**src/epi_pkg.sv**
```systemverilog
// Package for the external pin interrupt select block: register map, reset values, trigger codes.
// Assumes byte-wide register access in the extended register space.
package epi_pkg;

    localparam logic [15:0] ADDR_GROUP_EN_MID = 16'h204C;
    localparam logic [15:0] ADDR_GROUP_EN_LOW = 16'h204D;
    localparam logic [15:0] ADDR_DED_EN       = 16'h204E;
    localparam logic [15:0] ADDR_TRIG_CTRL    = 16'h204F;

    localparam logic [7:0]  RST_GROUP_EN      = 8'h00;
    localparam logic [2:0]  RST_DED_EN        = 3'h0;
    localparam logic [7:0]  RST_TRIG_CTRL     = 8'h15;
    localparam logic [7:0]  READ_UNMAPPED     = 8'h00;

    localparam logic [1:0]  TRIG_FALL         = 2'h1;
    localparam logic [1:0]  TRIG_RISE         = 2'h2;

    localparam int          NUM_DED           = 3;
    localparam int          NUM_GROUP         = 24;

    // Layout of the trigger polarity control register, msb first.
    typedef struct packed {
        logic       reserved;
        logic       group_trigger_polarity;
        logic [1:0] source_two_trigger_sel;
        logic [1:0] source_one_trigger_sel;
        logic [1:0] source_zero_trigger_sel;
    } epi_trig_ctrl_t;

    // Decoded behaviour of one dedicated source.
    typedef struct packed {
        logic on_rise;
        logic on_fall;
        logic wake_high;
    } epi_trig_mode_t;

endpackage

```
**src/epi_ext_int.sv**
```systemverilog
// External interrupt front end: dedicated sources, shared pin group, wake-up requests.
// Assumes an 8-bit register port in the extended register space and raw GPIO pin levels.
`timescale 1ns/1ps

// Function
// - Each group pin has an enable bit; 1 lets it join the group request.
// - Dedicated sources zero, one, two enabled by bits 0, 1, 2.
// - Group polarity bit 6: 1 rising/high wake, 0 falling/low wake.
// - Source two trigger bits 5:4: 01 falling, 10 rising, else both.
// - Source one trigger bits 3:2: 01 falling, 10 rising, else both.
// - Source zero trigger bits 1:0: 01 falling, 10 rising, else both.
// - Low power: dedicated wake on level; rising code wakes high, others low.
// - Enabled group pins OR into one request; one event served at a time.
// - While any enabled group pin is active, other edges do not trigger.
// - Pins need two equal synchronised samples before an edge is seen; no debounce filtering.
module epi_ext_int #(
    parameter int NUM_DED   = epi_pkg::NUM_DED,
    parameter int NUM_GROUP = epi_pkg::NUM_GROUP
) (
    input  wire logic                 core_clk,
    input  wire logic                 rst,
    input  wire logic [15:0]          sfr_addr,
    input  wire logic                 sfr_wr,
    input  wire logic                 sfr_rd,
    input  wire logic [7:0]           sfr_wdata,
    output logic      [7:0]           sfr_rdata,
    input  wire logic [7:0]           group_pin_enable_high,
    input  wire logic                 low_power,
    input  wire logic [NUM_DED-1:0]   dedicated_pin,
    input  wire logic [NUM_GROUP-1:0] group_pin,
    output logic      [NUM_DED-1:0]   dedicated_irq,
    output logic                      group_irq,
    output logic                      wake_req
);
    logic [7:0]                 group_pin_enable_mid;
    logic [7:0]                 group_pin_enable_low;
    logic [NUM_DED-1:0]         dedicated_source_enable;
    epi_pkg::epi_trig_ctrl_t    trigger_polarity_control;
    epi_pkg::epi_trig_mode_t    mode [NUM_DED];
    logic [NUM_DED-1:0]         ded_level;
    logic [NUM_DED-1:0]         ded_rise;
    logic [NUM_DED-1:0]         ded_fall;
    logic [NUM_GROUP-1:0]       grp_level;
    logic [NUM_GROUP-1:0]       group_pin_enable_bit;
    logic [NUM_GROUP-1:0]       grp_active;
    logic                       any_active;
    logic                       any_active_q;
    logic [NUM_DED-1:0]         next_ded_irq;
    logic [NUM_DED-1:0]         ded_wake;

    function automatic epi_pkg::epi_trig_mode_t decode_trig(input logic [1:0] sel);
        epi_pkg::epi_trig_mode_t m;
        m.on_rise   = (sel != epi_pkg::TRIG_FALL);
        m.on_fall   = (sel != epi_pkg::TRIG_RISE);
        m.wake_high = (sel == epi_pkg::TRIG_RISE);
        return m;
    endfunction

    // ------------------------------------------------------------
    // Register port
    // ------------------------------------------------------------
    always_ff @(posedge core_clk) begin
        if (rst) begin
            group_pin_enable_mid     <= epi_pkg::RST_GROUP_EN;
            group_pin_enable_low     <= epi_pkg::RST_GROUP_EN;
            dedicated_source_enable  <= epi_pkg::RST_DED_EN;
            trigger_polarity_control <= epi_pkg::RST_TRIG_CTRL;
        end else if (sfr_wr) begin
            if (sfr_addr == epi_pkg::ADDR_GROUP_EN_MID) begin
                group_pin_enable_mid <= sfr_wdata;
            end else if (sfr_addr == epi_pkg::ADDR_GROUP_EN_LOW) begin
                group_pin_enable_low <= sfr_wdata;
            end else if (sfr_addr == epi_pkg::ADDR_DED_EN) begin
                dedicated_source_enable <= sfr_wdata[NUM_DED-1:0];
            end else if (sfr_addr == epi_pkg::ADDR_TRIG_CTRL) begin
                trigger_polarity_control          <= sfr_wdata;
                trigger_polarity_control.reserved <= 1'b0;
            end
        end
    end

    always_ff @(posedge core_clk) begin
        if (rst) begin
            sfr_rdata <= epi_pkg::READ_UNMAPPED;
        end else if (sfr_rd) begin
            if (sfr_addr == epi_pkg::ADDR_GROUP_EN_MID) begin
                sfr_rdata <= group_pin_enable_mid;
            end else if (sfr_addr == epi_pkg::ADDR_GROUP_EN_LOW) begin
                sfr_rdata <= group_pin_enable_low;
            end else if (sfr_addr == epi_pkg::ADDR_DED_EN) begin
                sfr_rdata <= {{(8-NUM_DED){1'b0}}, dedicated_source_enable};
            end else if (sfr_addr == epi_pkg::ADDR_TRIG_CTRL) begin
                sfr_rdata <= trigger_polarity_control;
            end else begin
                sfr_rdata <= epi_pkg::READ_UNMAPPED;
            end
        end
    end

    // ------------------------------------------------------------
    // Pin capture
    // ------------------------------------------------------------
    // Synchronisation plus a two-sample agreement check stands before edge detection; no debounce filter.
    epi_pin_sync #(.WIDTH(NUM_DED)) u_ded_sync (
        .core_clk  (core_clk),
        .rst       (rst),
        .pin_async (dedicated_pin),
        .level     (ded_level),
        .rise      (ded_rise),
        .fall      (ded_fall)
    );

    epi_pin_sync #(.WIDTH(NUM_GROUP)) u_grp_sync (
        .core_clk  (core_clk),
        .rst       (rst),
        .pin_async (group_pin),
        .level     (grp_level),
        .rise      (),
        .fall      ()
    );

    // ------------------------------------------------------------
    // Dedicated sources
    // ------------------------------------------------------------
    assign mode[2] = decode_trig(trigger_polarity_control.source_two_trigger_sel);
    assign mode[1] = decode_trig(trigger_polarity_control.source_one_trigger_sel);
    assign mode[0] = decode_trig(trigger_polarity_control.source_zero_trigger_sel);

    always_comb begin
        for (int i = 0; i < NUM_DED; i++) begin
            next_ded_irq[i] = dedicated_source_enable[i] &
                              ((mode[i].on_rise & ded_rise[i]) | (mode[i].on_fall & ded_fall[i]));
            ded_wake[i]     = dedicated_source_enable[i] & (ded_level[i] == mode[i].wake_high);
        end
    end

    always_ff @(posedge core_clk) begin
        if (rst) begin
            dedicated_irq <= '0;
        end else begin
            dedicated_irq <= next_ded_irq;
        end
    end

    // ------------------------------------------------------------
    // Shared pin group
    // ------------------------------------------------------------
    assign group_pin_enable_bit = {group_pin_enable_high, group_pin_enable_mid, group_pin_enable_low};
    assign grp_active = group_pin_enable_bit &
                        (trigger_polarity_control.group_trigger_polarity ? grp_level : ~grp_level);
    // The OR of all active pins is edge-detected, so a second pin cannot fire until all are idle.
    assign any_active = |grp_active;

    always_ff @(posedge core_clk) begin
        if (rst) begin
            any_active_q <= 1'b0;
        end else begin
            any_active_q <= any_active;
        end
    end

    always_ff @(posedge core_clk) begin
        if (rst) begin
            group_irq <= 1'b0;
        end else begin
            group_irq <= any_active & ~any_active_q;
        end
    end

    always_ff @(posedge core_clk) begin
        if (rst) begin
            wake_req <= 1'b0;
        end else begin
            wake_req <= low_power & ((|ded_wake) | any_active);
        end
    end
endmodule // epi_ext_int

```
**src/epi_pin_sync.sv**
```systemverilog
// Three-stage pin synchroniser with edge pulses.
// Assumes asynchronous pin inputs and one system clock.
`timescale 1ns/1ps
module epi_pin_sync #(
    parameter int WIDTH = 1
) (
    input  wire logic             core_clk,
    input  wire logic             rst,
    input  wire logic [WIDTH-1:0] pin_async,
    output logic      [WIDTH-1:0] level,
    output logic      [WIDTH-1:0] rise,
    output logic      [WIDTH-1:0] fall
);
    logic [WIDTH-1:0] meta;
    logic [WIDTH-1:0] s2;
    logic [WIDTH-1:0] s3;
    logic [WIDTH-1:0] next_level;

    // The stages run through reset, so they hold the real pin levels when it ends.
    always_ff @(posedge core_clk) begin
        meta <= pin_async;
        s2   <= meta;
        s3   <= s2;
    end

    // A change is accepted only once the second and third stages agree.
    always_comb begin
        next_level = level;
        for (int i = 0; i < WIDTH; i++) begin
            if (s2[i] == s3[i]) begin
                next_level[i] = s3[i];
            end
        end
    end

    always_ff @(posedge core_clk) begin
        // Loading the settled stage in reset keeps a false edge from following release.
        if (rst) begin
            level <= s3;
        end else begin
            level <= next_level;
        end
    end

    assign rise = next_level & ~level;
    assign fall = ~next_level & level;
endmodule // epi_pin_sync

```
**config.mk**
```make
export PLATFORM = sky130hd
export DESIGN_NAME = epi_ext_int
export DESIGN_NICKNAME = d
export VERILOG_FILES = /design/src/epi_pkg.sv /design/src/epi_ext_int.sv /design/src/epi_pin_sync.sv
export SDC_FILE = /design/constraint.sdc
export NUM_CORES = 1
export LEC_CHECK = 0
export BUFFER_PORTS_ARGS = -buffer_cell sky130_fd_sc_hd__clkbuf_2
export CAP_MARGIN = 25
export CORE_MARGIN = 3
export CORE_UTILIZATION = 50
export CTS_CLUSTER_DIAMETER = 100
export DETAILED_ROUTE_END_ITERATION = 12
export GPL_TIMING_DRIVEN = 0
export PLACE_DENSITY = 0.74
export SYNTH_ARGS = -nofsm -noshare
export SYNTH_HDL_FRONTEND = slang
export SYNTH_SLANG_ARGS = --single-unit
```
**constraint.sdc**
```tcl
create_clock -name core_clk -period 1.6 [get_ports core_clk]
set_input_delay 0.32 -clock core_clk [delete_from_list [all_inputs] [get_ports core_clk]]
set_output_delay 0.32 -clock core_clk [all_outputs]
set_load 0.03 [all_outputs]
```
**Yosys cells after proc, flatten, opt, wreduce, memory -nomap -nowiden**

Cells that the tools add are included.

- Eq/ne operators: 43
- Muxes and demuxes: 34
- Bitwise operators: 28
- Reduce and logical (&&, ||, !) cells: 30

Operator list:

| kind | number |
|---|---|
| equality test 16 x 14 -> 1 bit, second input constant | 4 |
| 2-to-1 mux 24 bit | 2 |
| nonzero test 2 bit | 24 |
| equality test 1 bit | 30 |
| 2-to-1 mux 1 bit | 27 |
| AND 24 bit | 1 |
| inverter 24 bit | 1 |
| OR reduction 24 bit | 1 |
| 2-to-1 mux 8 bit | 2 |
| AND 1 bit | 14 |
| 2-to-1 mux 7 bit | 2 |
| AND 3 bit | 2 |
| equality test 2 bit, second input constant | 3 |
| inequality test 2 x 1 -> 1 bit, second input constant | 3 |
| inequality test 2 bit, second input constant | 3 |
| inverter 3 bit | 2 |
| AND reduction 5 bit | 1 |
| inverter 1 bit | 4 |
| bitwise OR 1 bit | 4 |
| AND reduction 4 bit | 1 |
| 2-to-1 mux 3 bit | 1 |
| AND reduction 3 bit | 1 |
| OR reduction 3 bit | 1 |
| AND reduction 2 bit | 1 |

- Register bits: 148
- Input bits: 64

**Logic depth before layout (Yosys ltp)**

Gate-level depths: netlist (run 1).

- Word-level depth: 7
- Depth in mapped cells: 7
- Depth with buffers taken out: 5

**Hierarchy**

Synthesis (run 1) repeated with hierarchy kept, for this count alone.

- Cell total of the unflattened synthesis: 535
- Area, all modules: 5243.8 sq um

Modules (own cells, without submodules):

| module | instances | cells an instance | area each (sq um) |
|---|---|---|---|
| epi_pin_sync (u_grp_sync) | 1 | 269 | 2807.7 |
| epi_ext_int | 1 | 233 | 2090.8 |
| epi_pin_sync (u_ded_sync) | 1 | 33 | 345.3 |

**Worst setup path before layout (run 1)**

OpenSTA, ideal clock, no wires.

- Kind: register to register
- Start: register u_grp_sync.level[4]
- End: register group_irq
- Arrival time: 1.370 ns
- Setup slack: 0.096 ns
- Cell stages (with the launch flop): 6
- Period minus slack after synthesis: 1.504 ns
- Path through: edfxtp_1 > and2b_1 > a2111oi_1 > a22oi_1 > a2111oi_2 > a211oi_1

- Longest elaborated chain between the ends: 5

RTL lines:

| element | RTL line | source |
|---|---|---|
| start: declaration | epi_pin_sync.sv:10 | `output logic [WIDTH-1:0] level,` |
| start signal: assignment | epi_pin_sync.sv:41 | `level <= next_level;` |
| inverter 24 bit | n/a |  |
| 2-to-1 mux 24 bit * | epi_ext_int.sv:150 | `(trigger_polarity_control.group_trigger_polarity ? grp_level : ~grp_level);` |
| AND 24 bit * | epi_ext_int.sv:149 | `assign grp_active = group_pin_enable_bit &` |
| OR reduction 24 bit * | epi_ext_int.sv:152 | `assign any_active = \|grp_active;` |
| AND 1 bit * | epi_ext_int.sv:166 | `group_irq <= any_active & ~any_active_q;` |
| end signal: assignment | epi_ext_int.sv:166 |  |
| end: declaration | epi_ext_int.sv:32 | `output logic group_irq,` |

Mark *: on every way between the ends. The rest lies on a longest branch, timed or not.
A chain may end at the register's enable or synchronous reset.

**Final worst setup path (run 1)**

- Start: register u_grp_sync.level[0]
- End: register group_irq

The elaborated chain is that of the path after synthesis.

==> results of run 1 <==
[power groups by stage]
| stage | sequential (mW) | combinational [mW] | clock (mW) |
|---|---|---|---|
| after floorplan | 4.14 | 0.224 | 0 |
| after global placement | 4.14 | 0.366 | 0 |
| after detailed placement | 4.16 | 0.380 | 0 |
| after CTS | 4.08 | 0.448 | 3.97 |
| after global routing | 4.09 | 0.503 | 4.16 |
| final | 4.08 | 0.456 | 3.90 |
[registers in the layout, summed over array words and instances (netlist names), 3 cells and up]
name,count
u_grp_sync.level,24
u_grp_sync.meta,24
u_grp_sync.s2,24
u_grp_sync.s3,24
group_pin_enable_low,8
group_pin_enable_mid,8
sfr_rdata,8
trigger_polarity_control,7
dedicated_irq,3
dedicated_source_enable,3
u_ded_sync.level,3
u_ded_sync.meta,3
u_ded_sync.s2,3
u_ded_sync.s3,3
[critical path, stage by stage, from the launching register on]
cell,delay [ns]
edfxtp_1,0.40
a222oi_1,0.47
a31oi_2,0.21
a2111oi_4,0.33
a211oi_1,0.12
[cells in the final DEF, fill, tap and decap left out, types with 8 or more instances in the layout]
cell type / n
a21oi_1: 20
a22oi_1: 8
buf_4: 8
clkbuf_16: 16
clkbuf_2: 76
dfxtp_1: 123
dlygate4sd3_1: 27
edfxtp_1: 24
inv_1: 13
mux2i_1: 27
nand2_1: 14
nand2b_1: 33
nor2_1: 37
nor2b_1: 11
xnor2_1: 12
xor2_1: 24
[area by class of cell]
type                            instances  area [µm²]
Inverter                               13        48.8
Multi-Input combinational cell        242        1760
Fill cell                             689        2930
Clock inverter                         14         163
Timing Repair Buffer                  109         716
Sequential cell                       148        3210
Clock buffer                           18         428
Tap cell                              129         161
Buffer                                 14        88.8
[cells by family after synthesis]
kind of cell | count (synthesis)
muxes | 27
AOI/OAI and AO/OA | 59
buffers and inverters | 27
and+or+nand+nor | 117
xor gates and xnor gates | 39
DFF | 148
[through the flow]
stage,setup slack (ns),setup TNS [ns],total power [mW],utilization
after global routing,-0.155,-0.442,8.75,0.691
after global placement,-0.164,-2.88,4.51,0.585
after detailed placement,-0.188,-3.73,4.54,0.585
after CTS,-0.0255,-0.0326,8.50,0.689
after floorplan,0.0961,0,4.36,-
final,-0.0677,-0.165,8.43,0.691
[what timing repair did]
item,in CTS,in global routing
pin swaps,13,8
setup endpoints to repair,3,3
buffers inserted,4,1
hold buffers,27,0
cloned,1,0
gates resized for setup,14,2
endpoints found under the hold margin,27,0
[routing by layer]
layer  vias up  global-route usage  routed length (µm)
met5         -                   0                   0
li1       1692                   -                   -
met1      1583               0.222                4120
met2       133               0.300                4810
met3        27              0.0534                 674
met4         0              0.0759                 289
[final timing paths]
| check | cells after the start | slack, ns | to |
|---|---|---|---|
| min reg2reg | 0 | 0.32 | u_grp_sync.s2[15]$_DFF_P_ |
| min | 3 | 0.02 | wake_req$_SDFF_PP0_ |
| max reg2reg | 4 | -0.07 | group_irq$_SDFF_PP0_ |
| max | 4 | -0.07 | group_irq$_SDFF_PP0_ |
==> results.ini, run 1 <==
[die]
std_cell_rows=35
pin_count=77
die_y_um=106
die_area_mm2=0.0113
fp.dieW_um=106
core_mm2=0.00950
initial_core_util=0.528

[power]
pwr-share-comb=0.054
p_sw_frac=0.225
seqPwrFrac=0.483
p_int_mw=6.53
p_clk_frac=0.462
power_leakage_nw=2.88
p_per_area_mw_per_mm2=1280
ir_drop_mv=0.880
switchingPower_mw=1.90

[global_routing]
track_usage=0.182
grt_remaining_overflow=0
antenna_found_initial=0
grt_first_pass_wirelength_um=15800
grt_pass1_vias=3283
grt_max_degree=17

[clocking]
clock_sinks=148
htreeDepth=4
numCtsBuffers=17
clk_pin_slew_ns=0.07
clk_path_buf_depth=2
cts_tree=built
insertion_delay_ns=0.51
cts_root_buf=clkbuf_8

[yosys]
synthTopCellsByArea=dfxtp_1 49%, edfxtp_1 14%, mux2i_1 5.4%, xor2_1 4.2%, nand2b_1 4.1%
synth_compound_area_frac=0.0821
synth_commonest_cells=124 x dfxtp_1, 37 x nor2_1, 33 x nand2b_1
muxShareOfSynthArea=0.0539
synth_top_area_share=0.495
synth_seq_area_share=0.639
synth_seq_cells=148
synth_xor_area_frac=0.0681
synth_simple_gate_area_frac=0.133
avgSynthCellArea_um2=12.0
synth_top_family_by_area=simple AND/OR/NAND/NOR gates
synth-edff-count=24
syn_area_mm2=0.00502
ys_types=40
synthFlopType=dfxtp_1
yosys_warnings=0
yosysMostFrequentCell=dfxtp_1
async_flop_share=0
synthAdderAreaFrac=0
yosysTopAreaCell=dfxtp_1
syn_nets=481
synth_cells=417

[run_status]
outcome=finished, violations left
violations=negative setup slack

[cells_and_area]
drive_gt1_frac=0.244
fin_area_mm2=0.00657
area_growth_pct=31.0
diodes=0
fin_cells=687
nets=609

[worst_hold_path]
hold_start=low_power
hold_path.class=in2reg

[sta]
hold_viol=0
skew_ns=0.00578
slew_viol_final=0
slew_headroom=0.642
worst_pin_slew_ns=0.536
timing.final.crit_share=1.04
setup_viol=3
rsz0062_at_grt=yes
worst_slack_ns=-0.0677
fmax_mhz=600
fin_crit_ns=1.67
holdWs_ns=0.0170

[place]
dp.cells=622
dp_hpwl_um=6710
gp_congestion=0.850
place_area_mm2=0.00556
port_buffers=76

[worst_setup_path]
worstPathArrival_ns=2.04
critPathMaxFanout=2
crit_path_start=u_grp_sync.level[0]$_DFFE_PP_
start_kind=register
critPathCaptureType=register
required_ns=1.97
crit_type=reg2reg
rr_startpoint=u_grp_sync.level[0]$_DFFE_PP_

[route]
drt-total-wl_um=9900
vias=3435
first_iter_violations=184
wl_per_cell_um=14.4
dr.pass1.iters=6
ant_nets=0
via_per_inst=5.00
drc=0

[flow_run]
drv_cap=0

Power figures use the tool's default switching activity.
==> run 2, diff against run 1 <==
--- a/config.mk
+++ b/config.mk
@@ -12,6 +12,7 @@
 export CTS_CLUSTER_DIAMETER = 100
 export DETAILED_ROUTE_END_ITERATION = 12
 export GPL_TIMING_DRIVEN = 0
+export HOLD_SLACK_MARGIN = 0.03
 export PLACE_DENSITY = 0.74
 export SYNTH_ARGS = -nofsm -noshare
 export SYNTH_HDL_FRONTEND = slang
==> run 2 against run 1 <==
The run still ends with negative setup slack left; clock skew hardly changed; sequential power hardly changed; total power hardly changed; first-iteration DRC count is 4.9% lower; clock power hardly changed; hold slack better by 0.082 ns; flip-flop and latch count stayed put; setup slack worse by 0.0010 ns; count of clock-buffer cells in the layout stayed put; critical endpoint unchanged.
==> results.ini, run 2 (synthesis gave the netlist of run 1 again) <==
[run_status]
outcome=finished, violations left
violations=negative setup slack

[place]
gp_congestion=0.850
dp_hpwl_um=6710
port_buffers=76
place_area_mm2=0.00556

[sta]
holdWs_ns=0.0990
fmax_mhz=599
slew_headroom=0.651
skew_ns=0.00617
worst_slack_ns=-0.0687
timing.final.crit_share=1.04
fin_crit_ns=1.67
slew_viol_final=0
setup_viol=3
rsz0062_at_grt=yes
worst_pin_slew_ns=0.522
hold_viol=0
tns_ns=-0.165

[cells_and_area]
fin_area_mm2=0.00658
post-route-util=0.692
nets=610
mostFrequentLayoutCell=dfxtp_1
area_growth_pct=31.2
diodes=0
layout_common_cells=123 x dfxtp_1, 76 x clkbuf_2, 37 x nor2_1
drive_gt1_frac=0.243

[worst_setup_path]
crit_type=reg2reg
critPathMaxFanout=2
required_ns=1.97
crit_slowest_cell=a222oi_1
cp_slowest_stage_delay_ns=0.47
start_kind=register
crit_chain=a222oi_1, a31oi_2, a2111oi_4, a211oi_1
critPathCaptureType=register
worstPathArrival_ns=2.04
worst-path-buf-inv=0
cpLargestDelayFamily=compound AO/OA/AOI/OAI gates

[route]
met2_length_um=4900
first_iter_violations=175
wl_met1_um=4220
met3_length_um=569
via_per_inst=4.95
wl_per_cell_um=14.4
dr.pass1.iters=4
drt-total-wl_um=9880
topRoutingLayerUsed=met4
ant_nets=0
vias=3404
drc=0

[global_routing]
grt_first_pass_wirelength_um=15800
grt_pass1_vias=3284
track_usage=0.182
grt_max_degree=17
grt_remaining_overflow=0
antenna_found_initial=0

[clocking]
clock_sinks=148
clk_path_buf_depth=2
htreeDepth=4
cts_root_buf=clkbuf_8
insertion_delay_ns=0.50
numCtsBuffers=17
clk_pin_slew_ns=0.07
cts_tree=built

[die]
die_y_um=106
pin_count=77
initial_core_util=0.528
core_mm2=0.00950
std_cell_rows=35
die_area_mm2=0.0113
fp.dieW_um=106

[worst_hold_path]
hold_path.class=in2reg

[power]
p_total_mw=8.43
power_leakage_nw=2.89
p_per_area_mw_per_mm2=1280
ir_drop_mv=0.880

[flow_run]
drv_cap=0

run 2: cell count changes in the layout (fill, tap and decap cells not counted):
cell / delta
dlygate4sd3_1: +1
run 2: worst reg2reg max path, delay by kind of cell, from the launching register on:
family	cells	cell delay (ns)
AO/OA/AOI/OAI	4	1.13
flip-flops	1	0.40
run 2: stage by stage:
step / setup WS (ns) / instances
3_3_place_gp: -0.164 / 622
5_1_grt: -0.155 / 688
3_5_place_dp: -0.188 / 622
6_report: -0.0687 / 688
4_1_cts: -0.0255 / 687
2_1_floorplan: 0.0961 / 417
run 2: timing repair:
action	CTS	global route
setup endpoints to repair	3	3
buffers inserted	4	1
resized for setup	14	2
hold endpoints to repair	28	0
hold buffers	28	0
pin swaps	13	8
cloned	1	0
run 2: worst paths after layout:
path | start | end | slack (ns) | cells past startpoint
worst max-delay path | u_grp_sync.level[0]$_DFFE_PP_ | group_irq$_SDFF_PP0_ | -0.07 | 4
worst min-delay path | sfr_wdata[4] | group_pin_enable_low[4]$_SDFFE_PP0P_ | 0.1 | 3
worst max register to register | u_grp_sync.level[0]$_DFFE_PP_ | group_irq$_SDFF_PP0_ | -0.07 | 4
worst min register to register | u_grp_sync.meta[15]$_DFF_P_ | u_grp_sync.s2[15]$_DFF_P_ | 0.32 | 0
run 2: per-layer routing:
layer / track usage / up-vias
li1: - / 1693
met4: 0.0759 / 0
met1: 0.222 / 1589
met2: 0.300 / 106
met5: 0 / -
met3: 0.0528 / 16
run 2: layout make-up:
| class | instances | area, µm² |
|---|---|---|
| Timing Repair Buffer | 110 | 726 |
| Clock buffer | 18 | 428 |
| Clock inverter | 14 | 163 |
| Inverter | 13 | 48.8 |
| Multi-Input combinational cell | 242 | 1760 |
| Fill cell | 686 | 2920 |
| Sequential cell | 148 | 3210 |
| Tap cell | 129 | 161 |
| Buffer | 14 | 88.8 |
run 2: report_power, final:
group	total, mW	switching (mW)	internal, mW	leakage, nW
clock network	3.90	1.58	2.32	0.297
registers	4.07	0.0993	3.98	1.28
logic	0.458	0.216	0.242	1.31
total	8.43	1.90	6.54	2.89
